<file path="config.mk">
export PLATFORM = sky130hd
export DESIGN_NAME = scifc_bridge
export DESIGN_NICKNAME = d
export VERILOG_FILES = /design/src/scifc_pkg.sv /design/src/scifc_bridge.sv /design/src/scifc_flow_ctl.sv /design/src/scifc_index_step.sv
export VERILOG_INCLUDE_DIRS = /design/src
export SDC_FILE = /design/constraint.sdc
export NUM_CORES = 1
export LEC_CHECK = 0
export BUFFER_PORTS_ARGS = -buffer_cell sky130_fd_sc_hd__buf_2
export CORE_MARGIN = 5
export CORE_UTILIZATION = 45
export DETAILED_ROUTE_END_ITERATION = 8
export GPL_ROUTABILITY_DRIVEN = 0
export HOLD_SLACK_MARGIN = 0.06
export PLACE_DENSITY = 0.82
export REMOVE_ABC_BUFFERS = 1
export SYNTH_ARGS = -nofsm -noshare
export SYNTH_HDL_FRONTEND = slang
export SYNTH_HIERARCHICAL = 1
export SYNTH_SLANG_ARGS = --single-unit
</file>
<file path="constraint.sdc">
create_clock -name clk_i -period 3 [get_ports clk_i]
set_input_delay 0.15 -clock clk_i [delete_from_list [all_inputs] [get_ports clk_i]]
set_output_delay 0.15 -clock clk_i [all_outputs]
set_load 0.05 [all_outputs]
</file>
<file path="src/scifc_map.svh">
// Register offsets, field positions and reset values of the indirect access bridge
`ifndef SCIFC_MAP_SVH
`define SCIFC_MAP_SVH

// ==========================================================================
// Register byte offsets
`define SCIFC_OFS_DATA      12'h000
`define SCIFC_OFS_CMD       12'h004
`define SCIFC_OFS_FC_PORT0  12'h008
`define SCIFC_OFS_FC_PORT1  12'h00C
`define SCIFC_OFS_FC_PORT2  12'h010
`define SCIFC_OFS_FC_STAT   12'h014
// Direct window occupies 0x200..0x2FC, 64 words
`define SCIFC_WIN_SEL       4'h2
`define SCIFC_WIN_PAD       10'h000

// ==========================================================================
// Command register fields
`define SCIFC_CMD_PEND      31
`define SCIFC_CMD_RD        30
`define SCIFC_CMD_UP        29
`define SCIFC_CMD_DOWN      28
`define SCIFC_CMD_LANE_HI   19
`define SCIFC_CMD_LANE_LO   16
`define SCIFC_CMD_IDX_HI    15
`define SCIFC_CMD_IDX_LO    0
`define SCIFC_LANES_ALL     4'hF

// ==========================================================================
// Flow override register fields
`define SCIFC_FC_RX         0
`define SCIFC_FC_TX         1
`define SCIFC_FC_JAM        2
`define SCIFC_FC_OVR        3
`define SCIFC_FC_RESET      4'h0

// ==========================================================================
// Reset values and index step
`define SCIFC_DATA_RESET    32'h0000_0000
`define SCIFC_IDX_RESET     16'h0000
`define SCIFC_IDX_ONE       16'h0001

`endif

</file>
<file path="src/scifc_pkg.sv">
// Types shared by the indirect access bridge
package scifc_pkg;
    typedef enum logic [1:0] {
        SCIFC_IDLE = 2'b01,
        SCIFC_WAIT = 2'b10
    } scifc_state_type;
endpackage

</file>
<file path="src/scifc_bridge.sv">
// Indirect switch register access bridge with per-port flow control enables
`include "scifc_map.svh"
module scifc_bridge (
    input  wire logic        clk_i,          // System clock, 100 MHz
    input  wire logic        reset_i,        // Synchronous reset, active high
    input  wire logic [11:0] host_addr_i,    // Host register byte address
    input  wire logic        host_wr_i,      // Host write strobe
    input  wire logic        host_rd_i,      // Host read strobe
    input  wire logic [31:0] host_wdata_i,   // Host write data
    output logic      [31:0] host_rdata_o,   // Host read data, one cycle later
    output logic             fab_req_o,      // Internal access request
    output logic             fab_rd_o,       // Internal access is a read
    output logic      [15:0] fab_index_o,    // Internal register index
    output logic      [3:0]  fab_lanes_o,    // Internal byte lane selects
    output logic      [31:0] fab_wdata_o,    // Internal write data
    input  wire logic        fab_ack_i,      // Internal access done
    input  wire logic [31:0] fab_rdata_i,    // Internal read data
    input  wire logic [2:0]  full_dup_i,     // Port full duplex
    input  wire logic [2:0]  an_en_i,        // Port auto-negotiation enabled
    input  wire logic [2:0]  an_done_i,      // Port negotiation complete
    input  wire logic [2:0]  lp_able_i,      // Port partner can negotiate
    input  wire logic [2:0]  adv_pause_i,    // Port local pause advertisement
    input  wire logic [2:0]  adv_asym_i,     // Port local asymmetric advertisement
    input  wire logic [2:0]  lp_pause_i,     // Port partner pause ability
    input  wire logic [2:0]  lp_asym_i,      // Port partner asymmetric ability
    output logic      [2:0]  tx_fc_en_o,     // Port transmit flow control enable
    output logic      [2:0]  rx_fc_en_o      // Port receive flow control enable
);
    // ======================================================================
    // State
    scifc_pkg::scifc_state_type state, next_state;
    logic [31:0] data, next_data;
    logic        pending, next_pending;
    logic        rd_flag, next_rd_flag;
    logic        step_up, next_step_up;
    logic        step_down, next_step_down;
    logic [3:0]  lanes, next_lanes;
    logic [15:0] index, next_index;
    logic [3:0]  fc_ovr [3];
    logic [3:0]  next_fc_ovr [3];
    logic [31:0] next_rdata;
    logic [2:0]  next_tx_fc, next_rx_fc;
    logic [15:0] stepped_index;

    // ======================================================================
    // Address decode
    logic hit_data, hit_cmd, hit_stat, hit_win;
    logic [2:0] hit_fc;
    logic [31:0] cmd_view;

    always_comb begin
        hit_data = 1'b0;
        hit_cmd  = 1'b0;
        hit_stat = 1'b0;
        hit_win  = 1'b0;
        hit_fc   = 3'h0;
        if (host_addr_i[11:8] == `SCIFC_WIN_SEL) begin
            hit_win = 1'b1;
        end else if (host_addr_i == `SCIFC_OFS_DATA) begin
            hit_data = 1'b1;
        end else if (host_addr_i == `SCIFC_OFS_CMD) begin
            hit_cmd = 1'b1;
        end else if (host_addr_i == `SCIFC_OFS_FC_PORT0) begin
            hit_fc[0] = 1'b1;
        end else if (host_addr_i == `SCIFC_OFS_FC_PORT1) begin
            hit_fc[1] = 1'b1;
        end else if (host_addr_i == `SCIFC_OFS_FC_PORT2) begin
            hit_fc[2] = 1'b1;
        end else if (host_addr_i == `SCIFC_OFS_FC_STAT) begin
            hit_stat = 1'b1;
        end
    end

    always_comb begin
        cmd_view = 32'h0000_0000;
        cmd_view[`SCIFC_CMD_PEND] = pending;
        cmd_view[`SCIFC_CMD_RD]   = rd_flag;
        cmd_view[`SCIFC_CMD_UP]   = step_up;
        cmd_view[`SCIFC_CMD_DOWN] = step_down;
        cmd_view[`SCIFC_CMD_LANE_HI:`SCIFC_CMD_LANE_LO] = lanes;
        cmd_view[`SCIFC_CMD_IDX_HI:`SCIFC_CMD_IDX_LO]   = index;
    end

    // ======================================================================
    // Access sequencing
    logic ack_now, step_read, data_start;
    assign ack_now    = (state == scifc_pkg::SCIFC_WAIT) && fab_ack_i;
    // A data read in stepping read mode launches the next read
    assign step_read  = host_rd_i && hit_data && !pending && rd_flag && (step_up || step_down);
    assign data_start = host_wr_i && hit_data && !pending && !rd_flag && (step_up || step_down);

    scifc_index_step u_step (
        .index_i (index),
        .up_i    (step_up),
        .down_i  (step_down),
        .index_o (stepped_index)
    );

    always_comb begin
        next_state     = state;
        next_data      = data;
        next_pending   = pending;
        next_rd_flag   = rd_flag;
        next_step_up   = step_up;
        next_step_down = step_down;
        next_lanes     = lanes;
        next_index     = index;
        case (state)
            scifc_pkg::SCIFC_IDLE: begin
                // Starts while pending are dropped; the host must wait
                if (host_wr_i && !pending) begin
                    if (hit_win) begin
                        next_data    = host_wdata_i;
                        next_index   = {`SCIFC_WIN_PAD, host_addr_i[7:2]};
                        next_lanes   = `SCIFC_LANES_ALL;
                        next_rd_flag = 1'b0;
                        next_pending = 1'b1;
                    end else if (hit_data) begin
                        next_data    = host_wdata_i;
                        next_pending = data_start;
                    end else if (hit_cmd) begin
                        next_pending   = host_wdata_i[`SCIFC_CMD_PEND];
                        next_rd_flag   = host_wdata_i[`SCIFC_CMD_RD];
                        next_step_up   = host_wdata_i[`SCIFC_CMD_UP];
                        next_step_down = host_wdata_i[`SCIFC_CMD_DOWN];
                        next_lanes = host_wdata_i[`SCIFC_CMD_LANE_HI:`SCIFC_CMD_LANE_LO];
                        next_index = host_wdata_i[`SCIFC_CMD_IDX_HI:`SCIFC_CMD_IDX_LO];
                    end
                end else if (step_read) begin
                    next_index   = stepped_index;
                    next_pending = 1'b1;
                end
                if (next_pending) begin
                    next_state = scifc_pkg::SCIFC_WAIT;
                end
            end
            scifc_pkg::SCIFC_WAIT: begin
                if (fab_ack_i) begin
                    if (rd_flag) begin
                        next_data = fab_rdata_i;
                    end else begin
                        next_index = stepped_index;
                    end
                    next_pending = 1'b0;
                    next_state   = scifc_pkg::SCIFC_IDLE;
                end
            end
            default: begin
                next_state   = scifc_pkg::SCIFC_IDLE;
                next_pending = 1'b0;
            end
        endcase
    end

    always_ff @(posedge clk_i) begin
        if (reset_i) begin
            state     <= scifc_pkg::SCIFC_IDLE;
            data      <= `SCIFC_DATA_RESET;
            pending   <= 1'b0;
            rd_flag   <= 1'b0;
            step_up   <= 1'b0;
            step_down <= 1'b0;
            lanes     <= 4'h0;
            index     <= `SCIFC_IDX_RESET;
        end else begin
            state     <= next_state;
            data      <= next_data;
            pending   <= next_pending;
            rd_flag   <= next_rd_flag;
            step_up   <= next_step_up;
            step_down <= next_step_down;
            lanes     <= next_lanes;
            index     <= next_index;
        end
    end

    // Request is held for the whole internal cycle
    assign fab_req_o   = (state == scifc_pkg::SCIFC_WAIT);
    assign fab_rd_o    = rd_flag;
    assign fab_index_o = index;
    assign fab_lanes_o = lanes;
    assign fab_wdata_o = data;

    // ======================================================================
    // Flow control: override registers and per-port resolution
    logic [2:0] tx_fc, rx_fc;

    genvar p;
    generate
        for (p = 0; p < 3; p++) begin : g_port
            scifc_flow_ctl u_fc (
                .override_i (fc_ovr[p]),
                .full_i     (full_dup_i[p]),
                .an_en_i    (an_en_i[p]),
                .an_done_i  (an_done_i[p]),
                .lp_able_i  (lp_able_i[p]),
                .pause_i    (adv_pause_i[p]),
                .asym_i     (adv_asym_i[p]),
                .lp_pause_i (lp_pause_i[p]),
                .lp_asym_i  (lp_asym_i[p]),
                .tx_en_o    (tx_fc[p]),
                .rx_en_o    (rx_fc[p])
            );
        end
    endgenerate

    // Override bits feed only the enables; advertisement inputs are never written
    always_comb begin
        for (int i = 0; i < 3; i++) begin
            next_fc_ovr[i] = fc_ovr[i];
            if (host_wr_i && hit_fc[i]) begin
                next_fc_ovr[i] = host_wdata_i[3:0];
            end
        end
        next_tx_fc = tx_fc;
        next_rx_fc = rx_fc;
    end

    always_ff @(posedge clk_i) begin
        if (reset_i) begin
            for (int i = 0; i < 3; i++) begin
                fc_ovr[i] <= `SCIFC_FC_RESET;
            end
            tx_fc_en_o <= 3'h0;
            rx_fc_en_o <= 3'h0;
        end else begin
            for (int i = 0; i < 3; i++) begin
                fc_ovr[i] <= next_fc_ovr[i];
            end
            tx_fc_en_o <= next_tx_fc;
            rx_fc_en_o <= next_rx_fc;
        end
    end

    // ======================================================================
    // Read data path; unmapped addresses and the window read as zero
    always_comb begin
        next_rdata = 32'h0000_0000;
        if (host_rd_i) begin
            if (hit_data) begin
                next_rdata = data;
            end else if (hit_cmd) begin
                next_rdata = cmd_view;
            end else if (hit_fc[0]) begin
                next_rdata = {28'h000_0000, fc_ovr[0]};
            end else if (hit_fc[1]) begin
                next_rdata = {28'h000_0000, fc_ovr[1]};
            end else if (hit_fc[2]) begin
                next_rdata = {28'h000_0000, fc_ovr[2]};
            end else if (hit_stat) begin
                next_rdata = {23'h00_0000, pending, 1'b0, rx_fc_en_o, 1'b0, tx_fc_en_o};
            end
        end
    end

    always_ff @(posedge clk_i) begin
        if (reset_i) begin
            host_rdata_o <= 32'h0000_0000;
        end else begin
            host_rdata_o <= next_rdata;
        end
    end
endmodule

</file>
<file path="src/scifc_flow_ctl.sv">
// Per-port transmit/receive flow control enable resolution
`include "scifc_map.svh"
module scifc_flow_ctl (
    input  wire logic [3:0] override_i,   // Port flow override register
    input  wire logic       full_i,       // Port runs full duplex
    input  wire logic       an_en_i,      // Auto-negotiation enabled
    input  wire logic       an_done_i,    // Auto-negotiation complete
    input  wire logic       lp_able_i,    // Partner can negotiate
    input  wire logic       pause_i,      // Local pause advertised
    input  wire logic       asym_i,       // Local asymmetric pause advertised
    input  wire logic       lp_pause_i,   // Partner pause ability
    input  wire logic       lp_asym_i,    // Partner asymmetric pause ability
    output logic            tx_en_o,      // Transmit flow control enable
    output logic            rx_en_o       // Receive flow control enable
);
    logic jam;
    assign jam = override_i[`SCIFC_FC_JAM];

    always_comb begin
        if (!an_en_i || override_i[`SCIFC_FC_OVR]) begin
            if (!full_i) begin
                tx_en_o = jam;
                rx_en_o = 1'b0;
            end else begin
                tx_en_o = override_i[`SCIFC_FC_TX];
                rx_en_o = override_i[`SCIFC_FC_RX];
            end
        end else if (!an_done_i) begin
            tx_en_o = 1'b0;
            rx_en_o = 1'b0;
        end else if (!lp_able_i || !full_i) begin
            // Parallel detect forces half duplex when the partner cannot negotiate
            tx_en_o = jam;
            rx_en_o = 1'b0;
        end else begin
            tx_en_o = (pause_i & lp_pause_i) | (!pause_i & asym_i & lp_pause_i & lp_asym_i);
            rx_en_o = (pause_i & lp_pause_i) | (pause_i & asym_i & !lp_pause_i & lp_asym_i);
        end
    end
endmodule

</file>
<file path="src/scifc_index_step.sv">
// Target index stepping: up, down or hold
`include "scifc_map.svh"
module scifc_index_step (
    input  wire logic [15:0] index_i,  // Current target index
    input  wire logic        up_i,     // Step up
    input  wire logic        down_i,   // Step down
    output logic      [15:0] index_o   // Stepped index
);
    always_comb begin
        if (up_i) begin
            index_o = 16'(index_i + `SCIFC_IDX_ONE);
        end else if (down_i) begin
            index_o = 16'(index_i - `SCIFC_IDX_ONE);
        end else begin
            index_o = index_i;
        end
    end
endmodule

</file>
-- After elaboration in Yosys (flattened, before gate mapping)
Memory sizes are Yosys's and may differ from the RTL's.
Cells that the tools add are included.
- register bits after elaboration: 96
- bits of input ports: 105
- logic and storage cells: 203
- memories: 1
- memory bits (writable): 12
- output and inout port bits: 92
- equal/unequal tests: 18
- muxes and demuxes: 93
- bitwise operators: 33
- $add $sub $neg: 2
- reductions and logical operators: 45
- memories (memory ; depth ; width ; rd ports ; clocked after memory_dff ; write ports ; line ; source):
    fc_ovr ; 3 ; 4 ; 3 ; 0 ; 3 ; scifc_bridge.sv:39 ; logic [3:0] fc_ovr [3];
- operators with widths (cell ; count):
    $mux 32 ; 7
    $mux 16 ; 9
    $pmux 32 s2 ; 1
    $mux 1 ; 54
    $mux 4 ; 9
    $mux 9 ; 4
    $pmux 16 s2 ; 1
    $eq 12x4->1 const B ; 2
    $eq 12x5->1 const B ; 2
    $and 1x1->1 ; 21
    $logic_not 1->1 ; 17
    $add 16x1->16 const B ; 1
    $sub 16x1->16 const B ; 1
    $eq 12x3->1 const B ; 1
    $logic_and 1x1->1 ; 12
    $logic_not 12->1 ; 1
    $reduce_and 5->1 ; 2
    $mux 3 ; 3
    $or 1x1->1 ; 9
    $ne 4x4->1 const B ; 2
    $logic_or 1x1->1 ; 7
    $mux 2 ; 3
    $ne 2x1->1 const B ; 3
    $ne 2x2->1 const B ; 3
    other kinds (12) ; 16

-- Longest topological paths before layout
- depth after elaboration: 14
- depth in mapped cells: 9
- mapped depth without buffers: 8

-- Hierarchy
The synthesis kept the hierarchy.
- modules (own cells, without submodules) (module ; seq. area each (µm²) ; cells each ; area each (µm²) ; instances):
    scifc_bridge ; 2162.1 ; 528 ; 4669.5 ; 1
    scifc_index_step ; 0.0 ; 78 ; 520.5 ; 1
    scifc_flow_ctl ; 0.0 ; 12 ; 75.1 ; 3

-- Worst setup path after synthesis
OpenSTA, ideal clock, no wires.
- kind: flip-flop to flip-flop
- start point: reg index[2], in the netlist fab_index_o[2]
- end point: reg index[5], in the netlist fab_index_o[5]
- cell stages (with the launch flop): 7
- buffers on the path: 0
- period minus slack after synthesis: 2162 ps
- slack: 838 ps
- arrival: 2092 ps
- library setup time: 70 ps
- required time: 2930 ps
- cell sequence: dfxtp_1 or4b_4 o41ai_1 xor2_1 mux2i_1 or3_1 a21oi_1
- word-level cells in the longest chain between the ends: 6
- elaborated cells on any way between the ends: 9
- classes of those cells: 2 x add/sub; 7 x mux
- ends and longest elaborated chain (item ; line ; source):
    start, declared ; scifc_bridge.sv:38 ; logic [15:0] index, next_index;
    start signal, assigned ; scifc_bridge.sv:164 ; index <= `SCIFC_IDX_RESET;
    start signal, assigned ; scifc_bridge.sv:173 ; index <= next_index;
    $sub 16x1->16 (no line) ; - ;
    $mux 16 ; scifc_index_step.sv:12 ; end else if (down_i) begin
    $mux 16 * ; scifc_index_step.sv:10 ; if (up_i) begin
    named net stepped_index[5] ; scifc_bridge.sv:43 ; logic [15:0] stepped_index;
    $mux 16, on equally long branches ; scifc_bridge.sv:139, scifc_bridge.sv:129 ;
    $mux 16, on equally long branches ; scifc_bridge.sv:138, scifc_bridge.sv:111 ;
    $pmux 16 s2 * ; scifc_bridge.sv:108 ; case (state)
The timed path passes the listed nets; every way through them passes the cells marked *. The select of a mux whose other input is x is not followed.
A chain may end at the register's enable or synchronous reset.

-- Worst setup path in the final report
- start point: reg state[0]
- end point: reg index[8], in the netlist fab_index_o[8]
- word-level cells in the longest chain between the ends: 3
- elaborated cells on any way between the ends: 10
- classes of those cells: 7 x eq/ne; 1 x mux; 2 x reduce/logical
- ends and longest elaborated chain (item ; line ; source):
    start, declared ; scifc_bridge.sv:31 ; scifc_pkg::scifc_state_type state, next_state;
    start signal, assigned ; scifc_bridge.sv:157 ; state <= scifc_pkg::SCIFC_IDLE;
    start signal, assigned ; scifc_bridge.sv:166 ; state <= next_state;
    $eq 2x1->1 or $eq 2x2->1 (tied branches) ; scifc_bridge.sv:108 ;
    $ne 4x4->1 (no line) (tied with other cells) ; - ;
    $reduce_and 6->1 (no line) ; - ;
Several ways; a longest one is shown, not always the timed one.

==> results_dict.tcl <==
set metrics [dict create \
    status "finished clean" \
    drt-initial-drc-count 553 \
    cts_hold_buf 0 \
    setup_slack_ns 0.5507 \
    fmax_mhz 408.3 \
    r2r_slack_ns 0.55 \
    synth_warnings 6 \
    critPathRequiredTime_ns 3.22 \
    syn_area_sq_um 5415 \
    synthAdderAreaFrac 0.004621 \
    cts_setup_buffers 0 \
    synth_seq_cells 108 \
    fin_setup_tns_ns 0 \
    avgSynthCellArea_sq_um 8.435 \
    p_sw_frac 0.2688 \
    worst_pin_slew_ns 0.9502 \
    grt_max_degree 87 \
    overflow 0 \
    port_buffers 196 \
    drv_slew 0 \
    synthXorXnorAreaFrac 0.02426 \
    grt.total_usage 0.2409 \
    fin_crit_sh 0.8164 \
    switchingPower_mw 0.8616 \
    clk_pin_slew_ns 0.07 \
    endpoint_kind "flop" \
    p_per_area_nw_per_um2 467.1 \
    rows 40 \
    die_y_microns 119.7 \
    wl_microns 17880 \
    drt-vias-per-instance 5.970 \
    rsz0062_at_grt "no" \
    ys_async_sr_fraction 0 \
    cts-root-buf "clkbuf_16" \
    clock_path_buffers 2 \
    synth_top_flop_cell "dfxtp_1" \
    synth_simple_gate_area_share 0.2239 \
    layout_common_cells "buf_2, dfxtp_1, nand2_1, a21oi_1, nor2_1" \
    finClkSkew_ns 0.004875 \
    core_area_sq_um 11910 \
    dp_hpwl_microns 12730 \
    combPwrFrac 0.143 \
    synth_top_family_by_area "compound AO/OA/AOI/OAI gates" \
    synth_cell_type_count 54 \
    drive_above_1_share 0.3086 \
    drc 0 \
    post-route-util 0.5762 \
    dieArea_sq_um 14330 \
    syn2layout_area_growth_pct 26.73 \
    seq_area_frac_synth 0.3993 \
    antenna_found_initial 1 \
    period_needed_ns 2.449 \
    p_leak_nw 2.921 \
    cts_max_level 3 \
    p_int_mw 2.344 \
    hold_viol 0 \
    postRouteAntennaNets 0 \
    insertion_delay_ns 0.34 \
    clkPwrFrac 0.390 \
    irDropWorstVdd_v 0.0003308 \
    synth-edff-count 0 \
    seqPwrFrac 0.467 \
    cp-start-kind "flop" \
    clock_sinks 108 \
    crit_fanout 22 \
    synth_compound_area_frac 0.2433 \
    setup_viol 0 \
    initial_core_util 0.4546 \
    grt_pass1_vias 5382 \
    slew_headroom 0.3665 \
    cts_tree "built" \
    post_cts_resized 0 \
    cp.arrival_ns 2.67 \
    pre_cts_slack_ns 0.5289 \
    ios 197 \
    die_width_microns 119.7 \
    first_pass_iters 5 \
    routedWlPerCell_microns 18.44 \
    dr_total_vias 5791 \
    drv_cap 0 \
    syn_inst 642 \
    hp-class "input pin to flop" \
    diodes 0 \
    numCtsBuffers 9 \
    critical_path_class "flop to flop" \
    final_common_cell "buf_2" \
    grt_pass1_wl_microns 28070 \
    nets 927 \
    yosys-mux-area-fraction 0.06123 \
]
==> cells by family after synthesis <==
group,after synthesis
and+or+nand+nor,236
muxes,32
xor gates and xnor gates,15
DFF,108
buffers and inverters,58
adders and majority gates,2
AOI/OAI and AO/OA,191
==> sequential cells by signal, indices dropped and copies added (netlist names) <==
signal        flops
step_down         1
step_up           1
tx_fc_en_o        3
fab_lanes_o       4
fab_rd_o          1
state             2
host_rdata_o     32
fc_ovr           12
rx_fc_en_o        3
fab_wdata_o      32
fab_index_o      16
pending           1
==> Yosys cell counts, drive strengths merged (4+ instances only) <==
library cell / n / share of area
nor3: 13 / 0.016
buf: 6 / 0.0074
xnor2: 11 / 0.018
a22oi: 14 / 0.019
nand2b: 5 / 0.0058
o211ai: 5 / 0.0069
a22o: 23 / 0.037
o22ai: 11 / 0.013
clkbuf: 43 / 0.030
nand2: 91 / 0.063
nand3: 4 / 0.0037
and2: 12 / 0.014
or4: 5 / 0.0083
xor2: 4 / 0.0065
nor2: 37 / 0.026
inv: 8 / 0.0055
nor4: 6 / 0.0069
dfxtp: 108 / 0.40
and4: 4 / 0.0065
nand4: 9 / 0.010
or2: 4 / 0.0046
nor2b: 21 / 0.026
o41ai: 12 / 0.019
and3: 7 / 0.0090
mux2: 9 / 0.019
mux2i: 23 / 0.043
or3: 11 / 0.013
a21oi: 44 / 0.041
a311oi: 33 / 0.053
o21ai: 35 / 0.032
==> power by group through the flow <==
stage	Sequential [mW]	Clock, mW	Combinational, mW
finish	1.50	1.25	0.457
global route	1.50	1.31	0.495
CTS	1.50	1.26	0.453
detailed placement	1.53	0	0.451
global placement	1.53	0	0.445
floorplan	1.59	0	0.179
==> worst max-delay path, stage by stage (launching register included) <==
cell and delay (ns):
dfxtp_1 0.34, nand2b_2 0.33, buf_4 0.35, nand2_1 0.11
nor2_1 0.65, a22oi_1 0.19, o41ai_1 0.34
==> stage by stage <==
stage,total power [mW],hold WS (ns),instances,area (sq um)
floorplan,1.770,0.2191,593,5214
global placement,1.975,0.4177,956,6558
detailed placement,1.980,0.4237,956,6558
CTS,3.212,0.06021,970,6863
global route,3.309,0.06676,970,6863
finish,3.206,0.06647,970,6863
==> final cells by class <==
cell class                      count  area [sq um]
Timing Repair Buffer              216          1131
Clock buffer                       10         229.0
Tap cell                          147         183.9
Fill cell                        1096          5049
Inverter                            9         33.78
Clock inverter                      4         76.32
Multi-Input combinational cell    476          3047
Sequential cell                   108          2162
==> path summary, 6_finish.rpt <==
check	start	endpoint	cells past startpoint
setup / recovery	state[0]$_SDFFE_PP1P_	fab_index_o[8]$_SDFFE_PP0P_	6
hold / removal	fab_rdata_i[10]	fab_wdata_o[10]$_SDFFE_PP0P_	3
setup reg to reg	state[0]$_SDFFE_PP1P_	fab_index_o[8]$_SDFFE_PP0P_	6
hold reg to reg	fab_wdata_o[26]$_SDFFE_PP0P_	host_rdata_o[26]$_SDFF_PP0_	1
==> routing by layer <==
layer	part of all wire	track usage
met5	0.00045	0
met2	0.46	0.3792
met3	0.090	0.05231
met1	0.43	0.3263
met4	0.023	0.08590
Power figures use the tool's default switching activity.
